### config.mk
export PLATFORM = sky130hd
export DESIGN_NAME = atab_bridge
export DESIGN_NICKNAME = d
export VERILOG_FILES = /design/src/logic/atab_pkg.sv /design/src/logic/atab_bridge.sv /design/src/logic/atab_pio.sv
export SDC_FILE = /design/constraint.sdc
export NUM_CORES = 1
export LEC_CHECK = 0
export ABC_CLOCK_PERIOD_IN_PS = 6200
export BUFFER_PORTS_ARGS = -buffer_cell sky130_fd_sc_hd__buf_2
export CAP_MARGIN = 15
export CORE_MARGIN = 2
export CORE_UTILIZATION = 55
export DETAILED_ROUTE_END_ITERATION = 10
export PLACE_DENSITY = 0.82
export SYNTH_ARGS = -nofsm -noshare
export SYNTH_HDL_FRONTEND = slang
export SYNTH_SLANG_ARGS = --single-unit
### constraint.sdc
create_clock -name SYS_CLK -period 6.2 [get_ports SYS_CLK]
set_clock_uncertainty 0.2 [all_clocks]
set_input_delay 0.93 -clock SYS_CLK [delete_from_list [all_inputs] [get_ports SYS_CLK]]
set_output_delay 0.93 -clock SYS_CLK [all_outputs]
set_load 0.02 [all_outputs]
### src/logic/atab_pkg.sv
// Package with offsets, select patterns, reset values and PIO timing for the task file bridge
// Functional notes
// - Error/feature: primary high, secondary low, 001
// - Sector count: primary high, secondary low, 010
// - Sector number: primary high, secondary low, 011
// - Cylinder low: primary high, secondary low, 100
// - Cylinder high: primary high, secondary low, 101
// - Drive/head: primary high, secondary low, 110
// - Command is write-only, drives address 111
// - Command read returns all-ones byte
// - Alternate status: primary low, secondary high, 110
// - Drive address: primary low, secondary high, 111
// - Offset alone picks selects and address lines
// - Data register: two byte accesses, low first
package atab_pkg;
  // Register indices; byte address on APB is four times the index
  localparam logic [7:0] ATAB_IDX_DATA = 8'h40;
  localparam logic [7:0] ATAB_IDX_COMMAND = 8'h44;
  localparam logic [7:0] ATAB_IDX_ERROR_FEATURE = 8'h48;
  localparam logic [7:0] ATAB_IDX_SECTOR_COUNT = 8'h49;
  localparam logic [7:0] ATAB_IDX_SECTOR_NUMBER = 8'h4A;
  localparam logic [7:0] ATAB_IDX_CYLINDER_LOW = 8'h4B;
  localparam logic [7:0] ATAB_IDX_CYLINDER_HIGH = 8'h4C;
  localparam logic [7:0] ATAB_IDX_DRIVE_HEAD = 8'h4D;
  localparam logic [7:0] ATAB_IDX_ALT_STATUS = 8'h4E;
  localparam logic [7:0] ATAB_IDX_DRIVE_ADDRESS = 8'h4F;
  // Byte lane position of the 8-bit register inside the APB word
  localparam int ATAB_BYTE_LSB = 0;
  // Shadow register reset value, also taken on bus reset
  localparam logic [7:0] ATAB_REG_RESET = 8'h00;
  // Read value of the write-only command register
  localparam logic [7:0] ATAB_CMD_READ_VALUE = 8'hFF;
  // Pin pattern fields: {primary_n, secondary_n, bit2, bit1, bit0}
  localparam int ATAB_SEL_PRI = 4;
  localparam int ATAB_SEL_SEC = 3;
  localparam int ATAB_SEL_A2 = 2;
  localparam int ATAB_SEL_A1 = 1;
  localparam int ATAB_SEL_A0 = 0;
  localparam logic [4:0] ATAB_PAT_DATA = 5'h10;
  localparam logic [4:0] ATAB_PAT_ERROR_FEATURE = 5'h11;
  localparam logic [4:0] ATAB_PAT_SECTOR_COUNT = 5'h12;
  localparam logic [4:0] ATAB_PAT_SECTOR_NUMBER = 5'h13;
  localparam logic [4:0] ATAB_PAT_CYLINDER_LOW = 5'h14;
  localparam logic [4:0] ATAB_PAT_CYLINDER_HIGH = 5'h15;
  localparam logic [4:0] ATAB_PAT_DRIVE_HEAD = 5'h16;
  localparam logic [4:0] ATAB_PAT_COMMAND = 5'h17;
  localparam logic [4:0] ATAB_PAT_ALT_STATUS = 5'h0E;
  localparam logic [4:0] ATAB_PAT_DRIVE_ADDRESS = 5'h0F;
  // Idle pattern: both selects released
  localparam logic [4:0] ATAB_PAT_IDLE = 5'h18;
  // PIO timing in ns and the clock rate
  localparam int ATAB_CLK_MHZ = 200;
  localparam int ATAB_T_SETUP_NS = 70;
  localparam int ATAB_T_STROBE_NS = 165;
  localparam int ATAB_T_RECOVER_NS = 70;
  // Least times round up to whole cycles
  localparam int ATAB_SETUP_CYC = (ATAB_T_SETUP_NS * ATAB_CLK_MHZ + 999) / 1000;
  localparam int ATAB_STROBE_CYC = (ATAB_T_STROBE_NS * ATAB_CLK_MHZ + 999) / 1000;
  localparam int ATAB_RECOVER_CYC = (ATAB_T_RECOVER_NS * ATAB_CLK_MHZ + 999) / 1000;
  // Top-level state of the APB side
  typedef enum logic [1:0] {ATAB_IDLE, ATAB_WAIT, ATAB_RESP} atab_bus_e;
  // PIO engine states
  typedef enum logic [1:0] {ATAB_P_IDLE, ATAB_P_SETUP, ATAB_P_STROBE, ATAB_P_RECOVER} atab_pio_e;
endpackage

### src/logic/atab_bridge.sv
// APB slave that maps task file accesses onto IDE PIO cycles
//
// Added by the designer: the APB register port.
`timescale 1ns/1ps
module atab_bridge
  import atab_pkg::*;
#(
  parameter int ADDR_W = 12
)
(
  input wire logic SYS_CLK,
  input wire logic RESET,
  input wire logic BUS_RESET,
  input wire logic PSEL,
  input wire logic PENABLE,
  input wire logic PWRITE,
  input wire logic [ADDR_W-1:0] PADDR,
  input wire logic [31:0] PWDATA,
  output logic [31:0] PRDATA,
  output logic PREADY,
  output logic PSLVERR,
  input wire logic [15:0] IDE_DATA_IN,
  output logic [15:0] IDE_DATA_OUT,
  output logic IDE_DATA_OE_N,
  output logic IDE_READ_N,
  output logic IDE_WRITE_N,
  input wire logic IDE_READY,
  output logic IDE_PRIMARY_SELECT_N,
  output logic IDE_SECONDARY_SELECT_N,
  output logic IDE_ADDR_BIT2,
  output logic IDE_ADDR_BIT1,
  output logic IDE_ADDR_BIT0
);
  // Number of shadowed task registers, error/feature up to drive address
  localparam int NREG = 9;

  atab_bus_e state_r, state_nxt; // APB transfer phase
  logic [31:0] prdata_r, prdata_nxt; // Registered read answer
  logic slverr_r, slverr_nxt; // Registered error answer
  logic [7:0] shadow_r [NREG]; // Last byte seen per register
  logic [7:0] shadow_nxt [NREG];
  logic phase_r, phase_nxt; // Data register: high byte next
  logic [7:0] low_hold_r, low_hold_nxt; // Low byte written, awaiting high
  logic [7:0] high_hold_r, high_hold_nxt; // High byte read, awaiting second read
  logic rd_low_r, rd_low_nxt; // Pending read wants low byte of pair
  int slot_r, slot_nxt; // Shadow slot of pending access

  logic [7:0] idx; // Register index of the access
  logic hit; // Address decodes to a register
  logic [4:0] pattern; // Pin pattern for the index
  logic pio_start; // Kick the PIO engine
  logic pio_write; // PIO direction
  logic [15:0] pio_wdata; // PIO write data
  logic pio_done; // PIO finished
  logic [15:0] pio_rdata; // PIO read data
  logic [4:0] pins; // Registered select and address pins
  int slot; // Shadow slot for the index
  logic access; // Access phase waiting for service

  // Word-aligned decode; index is the byte address divided by four
  assign idx = PADDR[9:2];
  assign access = PSEL && PENABLE;

  // Offset alone picks the selects and address lines
  always_comb
  begin
    hit = 1'b1;
    slot = 0;
    pattern = ATAB_PAT_IDLE;
    case (idx)
      ATAB_IDX_DATA: pattern = ATAB_PAT_DATA;
      ATAB_IDX_ERROR_FEATURE:
      begin
        pattern = ATAB_PAT_ERROR_FEATURE;
        slot = 0;
      end
      ATAB_IDX_SECTOR_COUNT:
      begin
        pattern = ATAB_PAT_SECTOR_COUNT;
        slot = 1;
      end
      ATAB_IDX_SECTOR_NUMBER:
      begin
        pattern = ATAB_PAT_SECTOR_NUMBER;
        slot = 2;
      end
      ATAB_IDX_CYLINDER_LOW:
      begin
        pattern = ATAB_PAT_CYLINDER_LOW;
        slot = 3;
      end
      ATAB_IDX_CYLINDER_HIGH:
      begin
        pattern = ATAB_PAT_CYLINDER_HIGH;
        slot = 4;
      end
      ATAB_IDX_DRIVE_HEAD:
      begin
        pattern = ATAB_PAT_DRIVE_HEAD;
        slot = 5;
      end
      ATAB_IDX_COMMAND:
      begin
        pattern = ATAB_PAT_COMMAND;
        slot = 6;
      end
      ATAB_IDX_ALT_STATUS:
      begin
        pattern = ATAB_PAT_ALT_STATUS;
        slot = 7;
      end
      ATAB_IDX_DRIVE_ADDRESS:
      begin
        pattern = ATAB_PAT_DRIVE_ADDRESS;
        slot = 8;
      end
      default: hit = 1'b0;
    endcase
    // Upper address bits outside the decode make the access unmapped
    if (PADDR[ADDR_W-1:10] != '0 || PADDR[1:0] != 2'h0)
      hit = 1'b0;
  end

  // APB sequencing, shadow update and data register pairing
  always_comb
  begin
    state_nxt = state_r;
    prdata_nxt = prdata_r;
    slverr_nxt = slverr_r;
    shadow_nxt = shadow_r;
    phase_nxt = phase_r;
    low_hold_nxt = low_hold_r;
    high_hold_nxt = high_hold_r;
    rd_low_nxt = rd_low_r;
    slot_nxt = slot_r;
    pio_start = 1'b0;
    pio_write = PWRITE;
    pio_wdata = {8'h00, PWDATA[ATAB_BYTE_LSB +: 8]};
    case (state_r)
      ATAB_IDLE:
      begin
        if (access)
        begin
          // Every answer passes one registered cycle, so PRDATA is a flop
          state_nxt = ATAB_RESP;
          prdata_nxt = 32'h0000_0000;
          slverr_nxt = 1'b0;
          slot_nxt = slot;
          rd_low_nxt = 1'b0;
          if (!hit)
            slverr_nxt = 1'b1;
          else if (idx == ATAB_IDX_DATA)
          begin
            if (PWRITE && !phase_r)
            begin
              // First write only stores the low byte
              low_hold_nxt = PWDATA[ATAB_BYTE_LSB +: 8];
              phase_nxt = 1'b1;
            end
            else if (PWRITE)
            begin
              // Second write issues the 16-bit PIO write
              pio_start = 1'b1;
              pio_wdata = {PWDATA[ATAB_BYTE_LSB +: 8], low_hold_r};
              phase_nxt = 1'b0;
              state_nxt = ATAB_WAIT;
            end
            else if (!phase_r)
            begin
              // First read fetches the word, answers with the low byte
              pio_start = 1'b1;
              rd_low_nxt = 1'b1;
              phase_nxt = 1'b1;
              state_nxt = ATAB_WAIT;
            end
            else
            begin
              // Second read returns the high byte held from the first
              prdata_nxt[ATAB_BYTE_LSB +: 8] = high_hold_r;
              phase_nxt = 1'b0;
            end
          end
          else if (idx == ATAB_IDX_COMMAND && !PWRITE)
            prdata_nxt[ATAB_BYTE_LSB +: 8] = ATAB_CMD_READ_VALUE;
          else
          begin
            // Plain task register: one PIO cycle per access
            pio_start = 1'b1;
            state_nxt = ATAB_WAIT;
            if (PWRITE)
              shadow_nxt[slot] = PWDATA[ATAB_BYTE_LSB +: 8];
          end
        end
      end
      ATAB_WAIT:
      begin
        // Hold the APB access until the peripheral cycle completes
        if (pio_done)
        begin
          state_nxt = ATAB_RESP;
          if (!PWRITE)
          begin
            if (rd_low_r)
            begin
              prdata_nxt[ATAB_BYTE_LSB +: 8] = pio_rdata[7:0];
              high_hold_nxt = pio_rdata[15:8];
            end
            else
            begin
              // Read returns the peripheral byte and refreshes the shadow
              prdata_nxt[ATAB_BYTE_LSB +: 8] = pio_rdata[7:0];
              shadow_nxt[slot_r] = pio_rdata[7:0];
            end
          end
        end
      end
      ATAB_RESP:
        state_nxt = ATAB_IDLE;
      default:
        state_nxt = ATAB_IDLE;
    endcase
    // Bus reset clears the task copies and the byte pairing
    if (BUS_RESET)
    begin
      for (int i = 0; i < NREG; i++)
        shadow_nxt[i] = ATAB_REG_RESET;
      phase_nxt = 1'b0;
      low_hold_nxt = ATAB_REG_RESET;
      high_hold_nxt = ATAB_REG_RESET;
    end
  end

  // Registers only
  always_ff @(posedge SYS_CLK)
  begin
    if (RESET)
    begin
      state_r <= ATAB_IDLE;
      prdata_r <= 32'h0000_0000;
      slverr_r <= 1'b0;
      for (int i = 0; i < NREG; i++)
        shadow_r[i] <= ATAB_REG_RESET;
      phase_r <= 1'b0;
      low_hold_r <= ATAB_REG_RESET;
      high_hold_r <= ATAB_REG_RESET;
      rd_low_r <= 1'b0;
      slot_r <= 0;
    end
    else
    begin
      state_r <= state_nxt;
      prdata_r <= prdata_nxt;
      slverr_r <= slverr_nxt;
      shadow_r <= shadow_nxt;
      phase_r <= phase_nxt;
      low_hold_r <= low_hold_nxt;
      high_hold_r <= high_hold_nxt;
      rd_low_r <= rd_low_nxt;
      slot_r <= slot_nxt;
    end
  end

  // Peripheral cycle engine; pins come from its flops
  atab_pio u_pio
  (
    .SYS_CLK(SYS_CLK),
    .RESET(RESET),
    .start(pio_start),
    .write_en(pio_write),
    .pattern(pattern),
    .wdata(pio_wdata),
    .ide_data_in(IDE_DATA_IN),
    .ide_ready(IDE_READY),
    .ide_data_out(IDE_DATA_OUT),
    .ide_data_oe_n(IDE_DATA_OE_N),
    .ide_read_n(IDE_READ_N),
    .ide_write_n(IDE_WRITE_N),
    .ide_pins(pins),
    .done(pio_done),
    .rdata(pio_rdata)
  );

  // Pin fan-out of the registered pattern
  assign IDE_PRIMARY_SELECT_N = pins[ATAB_SEL_PRI];
  assign IDE_SECONDARY_SELECT_N = pins[ATAB_SEL_SEC];
  assign IDE_ADDR_BIT2 = pins[ATAB_SEL_A2];
  assign IDE_ADDR_BIT1 = pins[ATAB_SEL_A1];
  assign IDE_ADDR_BIT0 = pins[ATAB_SEL_A0];

  // Ready only in the answer cycle; master holds the request until then
  assign PREADY = (state_r == ATAB_RESP);
  assign PRDATA = prdata_r;
  assign PSLVERR = slverr_r && (state_r == ATAB_RESP);
endmodule

### src/logic/atab_pio.sv
// One PIO cycle on the IDE interface: setup, strobe, recovery
`timescale 1ns/1ps
module atab_pio
  import atab_pkg::*;
#(
  parameter int CNT_W = 8
)
(
  input wire logic SYS_CLK,
  input wire logic RESET,
  input wire logic start,
  input wire logic write_en,
  input wire logic [4:0] pattern,
  input wire logic [15:0] wdata,
  input wire logic [15:0] ide_data_in,
  input wire logic ide_ready,
  output logic [15:0] ide_data_out,
  output logic ide_data_oe_n,
  output logic ide_read_n,
  output logic ide_write_n,
  output logic [4:0] ide_pins,
  output logic done,
  output logic [15:0] rdata
);
  atab_pio_e state_r, state_nxt; // Cycle phase
  logic [CNT_W-1:0] cnt_r, cnt_nxt; // Phase length counter
  logic wr_r, wr_nxt; // Direction of current cycle
  logic [4:0] pins_r, pins_nxt; // Selects and address lines
  logic [15:0] dout_r, dout_nxt; // Write data held on the pins
  logic [15:0] rdata_r, rdata_nxt; // Byte pair caught at strobe end
  logic done_r, done_nxt; // One-cycle completion pulse

  // Next-state logic for one PIO cycle
  always_comb
  begin
    state_nxt = state_r;
    cnt_nxt = cnt_r;
    wr_nxt = wr_r;
    pins_nxt = pins_r;
    dout_nxt = dout_r;
    rdata_nxt = rdata_r;
    done_nxt = 1'b0;
    case (state_r)
      ATAB_P_IDLE:
      begin
        if (start)
        begin
          // Address and selects settle before the strobe
          state_nxt = ATAB_P_SETUP;
          cnt_nxt = CNT_W'(ATAB_SETUP_CYC - 1);
          wr_nxt = write_en;
          pins_nxt = pattern;
          dout_nxt = wdata;
        end
      end
      ATAB_P_SETUP:
      begin
        if (cnt_r == '0)
        begin
          state_nxt = ATAB_P_STROBE;
          cnt_nxt = CNT_W'(ATAB_STROBE_CYC - 1);
        end
        else
          cnt_nxt = cnt_r - 1'b1;
      end
      ATAB_P_STROBE:
      begin
        // A slow peripheral stretches the strobe by holding ready low
        if (cnt_r != '0)
          cnt_nxt = cnt_r - 1'b1;
        else if (ide_ready)
        begin
          state_nxt = ATAB_P_RECOVER;
          cnt_nxt = CNT_W'(ATAB_RECOVER_CYC - 1);
          rdata_nxt = ide_data_in;
        end
      end
      ATAB_P_RECOVER:
      begin
        if (cnt_r == '0)
        begin
          state_nxt = ATAB_P_IDLE;
          pins_nxt = ATAB_PAT_IDLE;
          done_nxt = 1'b1;
        end
        else
          cnt_nxt = cnt_r - 1'b1;
      end
      default:
      begin
        state_nxt = ATAB_P_IDLE;
        pins_nxt = ATAB_PAT_IDLE;
      end
    endcase
  end

  // Registers only
  always_ff @(posedge SYS_CLK)
  begin
    if (RESET)
    begin
      state_r <= ATAB_P_IDLE;
      cnt_r <= '0;
      wr_r <= 1'b0;
      pins_r <= ATAB_PAT_IDLE;
      dout_r <= 16'h0000;
      rdata_r <= 16'h0000;
      done_r <= 1'b0;
    end
    else
    begin
      state_r <= state_nxt;
      cnt_r <= cnt_nxt;
      wr_r <= wr_nxt;
      pins_r <= pins_nxt;
      dout_r <= dout_nxt;
      rdata_r <= rdata_nxt;
      done_r <= done_nxt;
    end
  end

  // Data bus driven for the whole write cycle, released otherwise
  assign ide_data_oe_n = !(wr_r && state_r != ATAB_P_IDLE);
  assign ide_read_n = !(state_r == ATAB_P_STROBE && !wr_r);
  assign ide_write_n = !(state_r == ATAB_P_STROBE && wr_r);
  assign ide_data_out = dout_r;
  assign ide_pins = pins_r;
  assign done = done_r;
  assign rdata = rdata_r;
endmodule

==> metrics.log, run 1 <==
INFO  metric min_path_cells = 2
INFO  metric drv_slew = 0
INFO  metric timing.fmax = 309 MHz
INFO  metric mostFrequentLayoutCell = sky130_fd_sc_hd__dfxtp_1
INFO  metric setup_viol_count_final = 0
INFO  metric critPathCaptureType = flip-flop
INFO  metric combPwrFrac = 19.8%
INFO  metric hold_path_class = flip-flop to flip-flop
INFO  metric seq_power_share = 48.1%
INFO  metric initial_standard_cell_utilization_of_the_core = 56.4%
INFO  metric placement.io_buffers = 76
INFO  metric cts_hold_repair.buffers = 0
INFO  metric setup_repair_after_global_routing_missed_its_margin = false
INFO  metric netSwitchingPower = 0.000357 W
INFO  metric numClockSinks = 78
INFO  metric part_of_the_yosys_area_used_for_sequential_elements = 41.2%
INFO  metric num-nets-final = 583
INFO  metric mappedNetlistArea = 0.00379 mm2
INFO  metric static-leakage-power = 1.67 nW
INFO  metric dr_vias = 3280
INFO  metric core_region_area = 0.00672 mm2
INFO  metric worst-r2r-setup-slack = 3380 ps
INFO  metric ys_seq_elements = 78
INFO  metric placed_area = 0.00408 mm2
INFO  metric worst_path_largest_cell_delay = 710 ps
INFO  metric layout.filler_cells = 572
INFO  metric area_growth_syn_to_layout = 12.3%
INFO  metric clk_pin_slew = 80 ps
INFO  metric async_flop_share = 0%
INFO  metric worst-r2r-cell-count = 5
INFO  metric totalWireLength = 8410 um
INFO  metric grt_use_met1 = 27.1%
INFO  metric postRouteAntennaNets = 0
INFO  metric worstPathRequired = 6250 ps
INFO  metric critPathBufInv = 1
INFO  metric chipWidth = 87.0 um
INFO  metric critical_path.reg2reg.startpoint = state_r[0]
INFO  metric grt_util_all_layers = 21.8%
INFO  metric cts_root_cell = sky130_fd_sc_hd__clkbuf_8
INFO  metric cp_top_family = simple AND/OR/NAND/NOR gates
INFO  metric worstHoldStart = u_pio.rdata[15]
INFO  metric cts_inserted_buffers = 9
INFO  metric power_per_cell_area = 256 mW/mm2
INFO  metric clock_insertion_delay_worst_skew = 360 ps
INFO  metric multi_input_combinational_cell_area = 0.00198 mm2
INFO  metric power.clock.fraction = 32.1%
INFO  metric drt_iter0_drc = 181
INFO  metric critical_path_start_end_classification = input pin to flip-flop
INFO  metric total_of_max_cap_violations = 0
INFO  metric worst-slew-pin-transition = 1080 ps
INFO  metric globalplace.congestion = 0.887
INFO  metric slew_headroom = 28.2%
INFO  metric drc = 0
INFO  metric vdd.ir_drop.worst = 0.130 mV
INFO  metric vias_in_the_first_global_route = 2888
INFO  metric worstHoldEndpoint = u_pio.rdata[15]
INFO  metric post_cts_resized = 0
INFO  metric grt_antenna_before_repair = 0
INFO  metric fin_setup_tns = 0 ps
INFO  metric global_route.overflow_total = 0
INFO  metric worstReg2RegEnd = u_pio.ide_data_out[9]
INFO  metric n_antenna_cell = 0
INFO  metric syn-instance-count = 445
INFO  metric global_route.peak_usage_layer = met2
INFO  metric synth_top_flop_cell = sky130_fd_sc_hd__dfxtp_1
INFO  metric power.switching_fraction = 32.7%
INFO  metric finalHoldViolCount = 0
INFO  metric grt_start_max_net_pins = 53
INFO  metric crit_fanout = 19
INFO  metric synth_warnings = 0
INFO  metric proportion_of_layout_cells_with_a_drive_suffix_above_1 = 23.0%
INFO  metric drtPass1Iterations = 4
INFO  metric synth_edf_count = 0
INFO  metric timing.final.crit_share = 52.1%
INFO  metric critical_path.cell_chain = buf_2 -> or4b_4 -> nor3_1 -> and3_1 -> nor2_1 -> a22o_2
INFO  metric grt_util_met3 = 5.78%
INFO  metric die-area = 0.00757 mm2
INFO  metric detail_route.wl_per_cell = 14.2 um
INFO  metric h-tree-depth = 3
INFO  metric floorplan.rows = 30
INFO  metric final_cell_area = 0.00426 mm2
INFO  metric max-clock-path-buffers = 2
INFO  metric synth_area_per_cell = 8.52 um2
INFO  metric post_cts.repair.setup_buffers = 0
INFO  metric cp-start-kind = input pin
INFO  metric synth_cell_type_count = 52
INFO  metric vias_per_cell = 5.54
INFO  metric grt_util_met2 = 36.8%
INFO  metric critPathArrivalTime = 3290 ps
INFO  metric place_hpwl = 6030 um
INFO  metric grt_pass1_wl = 13100 um
INFO  metric register_area = 0.00156 mm2
INFO  metric final_cell_mix = sky130_fd_sc_hd__dfxtp_1, sky130_fd_sc_hd__buf_2, sky130_fd_sc_hd__nand2_1, sky130_fd_sc_hd__a21oi_1, sky130_fd_sc_hd__nor2_1
INFO  metric clock_tree_from_tritoncts = yes
INFO  metric chipHeight = 87.0 um
INFO  metric p_int = 0.000734 W
INFO  metric io_pins = 125
INFO  metric final.min_clock_period = 3230 ps
INFO  metric slowest_cell_on_the_critical_path = sky130_fd_sc_hd__and3_1
INFO  metric status = finished clean
==> how the worst max path moves through the flow <==
| stage | from | end | slack, ps | cells after the start |
|---|---|---|---|---|
| final | PADDR[7] | u_pio.ide_data_out[9] | 2970 | 6 |
| after CTS | PADDR[7] | u_pio.ide_data_out[9] | 3000 | 6 |
| after detailed placement | PADDR[7] | u_pio.ide_data_out[9] | 2620 | 6 |
| after global placement | PADDR[7] | u_pio.ide_data_out[15] | 2670 | 6 |
| after floorplan | PADDR[7] | u_pio.ide_data_out[10] | 3290 | 7 |
| after global routing | PADDR[7] | u_pio.ide_data_out[9] | 2820 | 6 |
==> power by group through the flow <==
stage               combinational [W]  clock, W  sequential, W
CTS                          0.000211  0.000358       0.000524
detailed placement           0.000209         0       0.000536
global placement             0.000205         0       0.000535
global route                 0.000234  0.000379       0.000527
finish                       0.000216  0.000350       0.000525
floorplan                    0.000163         0       0.000538
==> cell families after synthesis <==
group	count (synthesis)	share of synthesized area (%)
and+or+nand+nor	165	21.4
AOI/OAI and AO/OA	109	19.6
DFF	78	41.2
buffers and inverters	61	8.91
muxes	21	5.58
adders and majority gates	9	2.97
other	1	0.0989
xor gates and xnor gates	1	0.231
==> per-stage QoR <==
step           total power, W  utilization, %  instances  worst slack [ps]  hold WS [ps]
3_3_place_gp         0.000740            60.7        576              2670           240
4_1_cts               0.00109            63.3        592              3000           258
3_5_place_dp         0.000745            60.7        576              2620           246
6_report              0.00109            63.3        592              2970           256
5_1_grt               0.00114            63.3        592              2820           275
2_1_floorplan        0.000701               -        468              3290           232
==> area by class of cell <==
type / instances / area share (%)
clock buffers: 9 / 2.91
clock inverters: 7 / 1.32
inverters: 11 / 0.970
multi-input cells: 329 / 46.5
flip-flops and latches: 78 / 36.7
well taps: 80 / 2.35
repair buffers: 78 / 9.29
==> cells in the mapped netlist (all sizes together) (6+ instances only) <==
master,instances,area (um2)
nor2b,6,37.5
a21oi,43,215
ha,9,113
o21ai,11,55.1
nor3,13,65.1
dfxtp,78,1560
nand2,58,218
inv,11,41.3
nand3,16,80.1
nor2,39,146
buf,32,229
mux2i,20,200
a211oi,20,170
a22o,8,80.1
clkbuf,18,67.6
a2bb2oi,8,70.1
==> flip-flops by register name, summed over array words and instances (netlist names), 5 cells and up <==
register / count
u_pio.ide_data_out: 16
low_hold_r: 8
u_pio.cnt_r: 8
PRDATA: 8
high_hold_r: 8
u_pio.rdata: 16
u_pio.ide_pins: 5
==> routing by layer <==
metal  vias up  part of all wire, %
met5         -                    0
met4         0                  1.1
met3        10                  5.6
met2       105                   48
met1      1517                   46
li1       1648                    -
==> worst reg2reg max path, stage by stage (launching register included) <==
cell	delay (ps)
sky130_fd_sc_hd__dfxtp_1	360
sky130_fd_sc_hd__nand4bb_1	390
sky130_fd_sc_hd__nor3_1	390
sky130_fd_sc_hd__and3_1	710
sky130_fd_sc_hd__nor2_1	310
sky130_fd_sc_hd__a22o_2	360
Power figures use the tool's default switching activity.
==> run 2: changes to the inputs <==
- ABC_CLOCK_PERIOD_IN_PS: 6200 -> 3220
- CORE_UTILIZATION: 55 -> 51
- PLACE_DENSITY: 0.82 -> 0.76
- clock period: 6.2 -> 3.22 ns (I/O delays scaled with it)
==> run 2 against run 1 <==
Effect of this change: die area increased by 7.5%; sequential share of layout area decreased by 0.92 points; first-iteration DRC count decreased by 23%; via count increased by 1.8%; count of clock-buffer cells in the layout increased by 1; routed wire length increased by 5.2%; register-to-register slack got worse by 2700 ps; hold slack got worse by 98 ps; design area increased by 2.6%; worst setup slack got worse by 2300 ps; power increased by 100%; critical path type is now flip-flop to flip-flop; largest power group unchanged; highest routed layer unchanged.
==> metrics.log, run 2 (synthesis gave the netlist of run 1 again) <==
INFO  metric max-clock-path-buffers = 2
INFO  metric postRouteAntennaNets = 0
INFO  metric n_antenna_cell = 0
INFO  metric seq_power_share = 46.3%
INFO  metric area_growth_syn_to_layout = 15.2%
INFO  metric finalWorstSetupSlack = 709 ps
INFO  metric numClockSinks = 78
INFO  metric fin_worst_hold_slack = 158 ps
INFO  metric globalplace.congestion = 0.902
INFO  metric final.min_clock_period = 2510 ps
INFO  metric power.clock.fraction = 34.8%
INFO  metric timing.final.crit_share = 78.0%
INFO  metric worst-slew-pin-transition = 926 ps
INFO  metric final_cell_area = 0.00436 mm2
INFO  metric slew_headroom = 37.8%
INFO  metric fin_setup_tns = 0 ps
INFO  metric vias_per_cell = 5.40
INFO  metric cts_inserted_buffers = 9
INFO  metric core_region_area = 0.00721 mm2
INFO  metric placed_area = 0.00416 mm2
INFO  metric dr_vias = 3339
INFO  metric critical_path.reg2reg.startpoint = u_pio.cnt_r[0]
INFO  metric die-area = 0.00814 mm2
INFO  metric crit_end = u_pio.rdata[15]
INFO  metric p_int = 0.00151 W
INFO  metric critPathArrivalTime = 2610 ps
INFO  metric drtPass1Iterations = 4
INFO  metric floorplan.rows = 31
INFO  metric clock_insertion_delay_worst_skew = 360 ps
INFO  metric placement.io_buffers = 76
INFO  metric post_cts.repair.setup_buffers = 0
INFO  metric place_ws = 405 ps
INFO  metric global_route.overflow_total = 0
INFO  metric io_pins = 125
INFO  metric detail_route.wl_per_cell = 14.3 um
INFO  metric timing.fmax = 398 MHz
INFO  metric status = finished clean
INFO  metric grt_pass1_wl = 14400 um
INFO  metric count_of_non_filler_cells_in_the_finished_layout = 618
INFO  metric grt_antenna_before_repair = 0
INFO  metric combPwrFrac = 19.0%
INFO  metric worst-r2r-cell-count = 7
INFO  metric hold_path_class = input pin to flip-flop
INFO  metric worstPathRequired = 3310 ps
INFO  metric critPathCaptureType = flip-flop
INFO  metric cp-start-kind = flip-flop
INFO  metric crit_fanout = 16
INFO  metric finalHoldViolCount = 0
INFO  metric layout.filler_cells = 689
INFO  metric drc = 0
INFO  metric drt_iter0_drc = 139
INFO  metric final_cell_mix = sky130_fd_sc_hd__dfxtp_1, sky130_fd_sc_hd__buf_2, sky130_fd_sc_hd__nand2_1, sky130_fd_sc_hd__a21oi_1, sky130_fd_sc_hd__nor2_1
INFO  metric worstReg2RegEnd = u_pio.rdata[15]
INFO  metric chipHeight = 90.2 um
INFO  metric initial_standard_cell_utilization_of_the_core = 52.5%
INFO  metric mostFrequentLayoutCell = sky130_fd_sc_hd__dfxtp_1
INFO  metric worst-r2r-setup-slack = 710 ps
INFO  metric cts_root_cell = sky130_fd_sc_hd__clkbuf_8
INFO  metric num-nets-final = 590
INFO  metric min_path_cells = 3
INFO  metric chipWidth = 90.2 um
INFO  metric timing.critical_path.from = u_pio.cnt_r[0]
INFO  metric cts_hold_repair.buffers = 0
INFO  metric static-leakage-power = 1.71 nW
INFO  metric vdd.ir_drop.worst = 0.287 mV
INFO  metric power_per_cell_area = 501 mW/mm2
INFO  metric grt_util_all_layers = 21.6%
INFO  metric setup_viol_count_final = 0
INFO  metric clock_tree_from_tritoncts = yes
INFO  metric setup_repair_after_global_routing_missed_its_margin = false
INFO  metric grt_start_max_net_pins = 39
INFO  metric post_cts_resized = 0
INFO  metric clk_pin_slew = 90 ps
INFO  metric placedCellCount = 602
INFO  metric vias_in_the_first_global_route = 3131
INFO  metric power.switching_fraction = 30.9%
INFO  metric totalWireLength = 8850 um
INFO  metric h-tree-depth = 3
INFO  metric place_hpwl = 6370 um
INFO  metric drv_slew = 0
INFO  metric netSwitchingPower = 0.000675 W
INFO  metric total_of_max_cap_violations = 0
INFO  metric proportion_of_layout_cells_with_a_drive_suffix_above_1 = 24.3%
INFO  metric critical_path_start_end_classification = flip-flop to flip-flop
## run 2: per-stage QoR
stage | utilization, % | total power (W)
finish | 60.5 | 0.00218
CTS | 60.5 | 0.00219
global route | 60.5 | 0.00229
global placement | 57.6 | 0.00144
detailed placement | 57.6 | 0.00144
floorplan | - | 0.00135
## run 2: worst min path at each step
| stage | slack, ps | startpoint | endpoint |
|---|---|---|---|
| after floorplan | 230 | u_pio.rdata[10] | u_pio.rdata[10] |
| after global placement | 240 | u_pio.rdata[9] | u_pio.rdata[9] |
| after detailed placement | 250 | u_pio.rdata[0] | u_pio.rdata[0] |
| after CTS | 150 | IDE_DATA_IN[10] | u_pio.rdata[10] |
| after global routing | 160 | IDE_DATA_IN[6] | u_pio.rdata[6] |
| final | 160 | IDE_DATA_IN[10] | u_pio.rdata[10] |
## run 2: worst max-delay path, stage by stage, from the launching register on
cell and delay (ps):
sky130_fd_sc_hd__dfxtp_1 340, sky130_fd_sc_hd__inv_1 110, sky130_fd_sc_hd__ha_1 180, sky130_fd_sc_hd__nor4b_2 420, sky130_fd_sc_hd__and2_1 310, sky130_fd_sc_hd__and3_1 580, sky130_fd_sc_hd__nand2_1 140, sky130_fd_sc_hd__a21oi_1 160
## run 2: layer usage
metal  GRT usage [%]  up-vias  share of wire, %
li1                -     1660                 -
met1            26.4     1572                44
met2            38.3       96                51
met3            3.69       11               4.2
met4            7.31        0               1.1
met5               0        -                 0
## run 2: final cells by class
class | count | area, um2 | share of cell area (%)
multi-input combinational | 329 | 1980 | 45.4
sequential | 78 | 1560 | 35.8
timing repair buffer | 85 | 448 | 10.3
clock buffer | 10 | 138 | 3.15
tap | 99 | 124 | 2.84
clock inverter | 6 | 68.8 | 1.58
inverter | 11 | 41.3 | 0.946
## run 2: power by group through the flow
stage	clock network, W	registers, W	logic, W
after floorplan	0	0.00104	0.000313
after global placement	0	0.00103	0.000406
after detailed placement	0	0.00103	0.000408
after CTS	0.000766	0.00101	0.000410
after global routing	0.000804	0.00102	0.000467
final	0.000759	0.00101	0.000414
==> run 3: changes to the inputs <==
- ABC_CLOCK_PERIOD_IN_PS: 3220 -> 2600
- clock period: 3.22 -> 2.6 ns (I/O delays scaled with it)
==> run 3 against run 2 <==
Effect of this change: worst setup slack got worse by 410 ps; die area unchanged; sequential share of layout area decreased by 0.34 points; count of clock-buffer cells in the layout decreased by 1; sequential power increased by 24%; global-route usage decreased by 0.21 points; power increased by 18%; hold slack got worse by 80 ps; largest cell class unchanged; cell count increased by 1.5%.
==> metrics.log, run 3 (synthesis gave the netlist of run 1 again) <==
INFO  metric vdd.ir_drop.worst = 0.433 mV
INFO  metric worstReg2RegEnd = u_pio.ide_data_out[11]
INFO  metric mostFrequentLayoutCell = sky130_fd_sc_hd__dfxtp_1
INFO  metric combPwrFrac = 21.2%
INFO  metric drv_slew = 0
INFO  metric finalWorstSetupSlack = 300 ps
INFO  metric worst-slew-pin-transition = 1020 ps
INFO  metric grt_start_max_net_pins = 38
INFO  metric globalplace.congestion = 0.888
INFO  metric die-area = 0.00814 mm2
INFO  metric crit_fanout = 8
INFO  metric worstHoldStart = IDE_DATA_IN[13]
INFO  metric totalWireLength = 8790 um
INFO  metric post_cts.repair.setup_buffers = 0
INFO  metric numClockSinks = 78
INFO  metric critical_path_start_end_classification = flip-flop to flip-flop
INFO  metric io_pins = 125
INFO  metric chipWidth = 90.2 um
INFO  metric drc = 0
INFO  metric min_path_cells = 3
INFO  metric floorplan.rows = 31
INFO  metric dr_vias = 3409
INFO  metric clk_pin_slew = 80 ps
INFO  metric worst-r2r-cell-count = 6
INFO  metric fin_setup_tns = 0 ps
INFO  metric power_per_cell_area = 585 mW/mm2
INFO  metric proportion_of_layout_cells_with_a_drive_suffix_above_1 = 25.6%
INFO  metric critical_path.reg2reg.startpoint = state_r[0]
INFO  metric power.clock.fraction = 30.1%
INFO  metric critPathArrivalTime = 2390 ps
INFO  metric cts_hold_repair.buffers = 0
INFO  metric worstPathRequired = 2690 ps
INFO  metric place_hpwl = 6630 um
INFO  metric static-leakage-power = 1.76 nW
INFO  metric grt_antenna_before_repair = 0
INFO  metric worstHoldEndpoint = u_pio.rdata[13]
INFO  metric place_ws = -1.53 ps
INFO  metric placement.io_buffers = 76
INFO  metric chipHeight = 90.2 um
INFO  metric clock_tree_from_tritoncts = yes
INFO  metric post_cts_resized = 0
INFO  metric timing.final.crit_share = 88.5%
INFO  metric power.switching_fraction = 31.7%
INFO  metric final.min_clock_period = 2300 ps
INFO  metric placed_area = 0.00423 mm2
INFO  metric clock_insertion_delay_worst_skew = 340 ps
INFO  metric n_antenna_cell = 0
INFO  metric netSwitchingPower = 0.000817 W
INFO  metric area_growth_syn_to_layout = 16.2%
INFO  metric grt_util_all_layers = 21.4%
INFO  metric detail_route.wl_per_cell = 14.0 um
INFO  metric drt_iter0_drc = 143
INFO  metric core_region_area = 0.00721 mm2
INFO  metric vias_in_the_first_global_route = 3068
INFO  metric h-tree-depth = 3
INFO  metric num-nets-final = 600
INFO  metric setup_repair_after_global_routing_missed_its_margin = false
INFO  metric total_of_max_cap_violations = 0
INFO  metric drtPass1Iterations = 4
INFO  metric finalHoldViolCount = 0
INFO  metric vias_per_cell = 5.44
INFO  metric hold_path_class = input pin to flip-flop
INFO  metric final_cell_area = 0.00441 mm2
INFO  metric worst-r2r-setup-slack = 300 ps
INFO  metric max-clock-path-buffers = 2
INFO  metric postRouteAntennaNets = 0
INFO  metric seq_power_share = 48.7%
INFO  metric grt_pass1_wl = 14300 um
INFO  metric cts_root_cell = sky130_fd_sc_hd__clkbuf_8
INFO  metric initial_standard_cell_utilization_of_the_core = 52.5%
INFO  metric timing.fmax = 435 MHz
INFO  metric global_route.overflow_total = 0
INFO  metric p_int = 0.00176 W
INFO  metric status = finished clean
INFO  metric total_power = 0.00258 W
INFO  metric slew_headroom = 31.5%
INFO  metric cp-start-kind = flip-flop
INFO  metric cts_inserted_buffers = 9
INFO  metric critPathCaptureType = flip-flop
INFO  metric final_cell_mix = sky130_fd_sc_hd__dfxtp_1, sky130_fd_sc_hd__buf_2, sky130_fd_sc_hd__nand2_1, sky130_fd_sc_hd__a21oi_1, sky130_fd_sc_hd__nor2_1
INFO  metric setup_viol_count_final = 0
[run 3: power groups by stage]
| stage | combinational, W | clock, W | sequential (W) |
|---|---|---|---|
| floorplan | 0.000388 | 0 | 0.00128 |
| global placement | 0.000519 | 0 | 0.00128 |
| detailed placement | 0.000528 | 0 | 0.00128 |
| CTS | 0.000531 | 0.000789 | 0.00125 |
| global route | 0.000596 | 0.000842 | 0.00126 |
| finish | 0.000546 | 0.000776 | 0.00125 |
[run 3: how the worst max path moves through the flow]
stage | start | endpoint | cells after the start
global route | phase_r | PRDATA[4] | 6
finish | state_r[0] | u_pio.ide_data_out[11] | 6
detailed placement | PADDR[7] | u_pio.ide_data_out[6] | 7
global placement | PADDR[7] | u_pio.ide_data_out[6] | 7
CTS | u_pio.cnt_r[0] | u_pio.state_r[0] | 7
floorplan | PADDR[7] | u_pio.ide_data_out[10] | 7
[run 3: area by class of cell]
cell class / count / area, um2
fill: 699 / 2810
multi-input combinational: 329 / 1990
sequential: 78 / 1560
timing repair buffer: 95 / 523
clock buffer: 9 / 124
tap: 99 / 124
inverter: 11 / 41.3
clock inverter: 6 / 40.0
[run 3: critical path, stage by stage, from the launching register on]
cell and delay, ps:
sky130_fd_sc_hd__dfxtp_1 360, sky130_fd_sc_hd__nand4bb_1 270, sky130_fd_sc_hd__buf_4 220, sky130_fd_sc_hd__nor3_1 310
sky130_fd_sc_hd__and3_1 330, sky130_fd_sc_hd__and3_1 380, sky130_fd_sc_hd__a22o_2 190
[run 3: metal layers]
metal	global-route usage, %	share of wire, %	vias to the layer above
met5	0	0	-
met4	7.18	1.2	0
met3	3.60	4.7	9
met2	38.5	51	99
met1	25.7	44	1625
li1	-	-	1676
[run 3: metrics by stage]
stage               cells  util [%]  hold slack (ps)
finish                627      61.1             78.2
global route          627      61.1             70.0
CTS                   627      60.9             70.3
global placement      612      58.7              240
floorplan             468         -              232
detailed placement    612      58.7              248
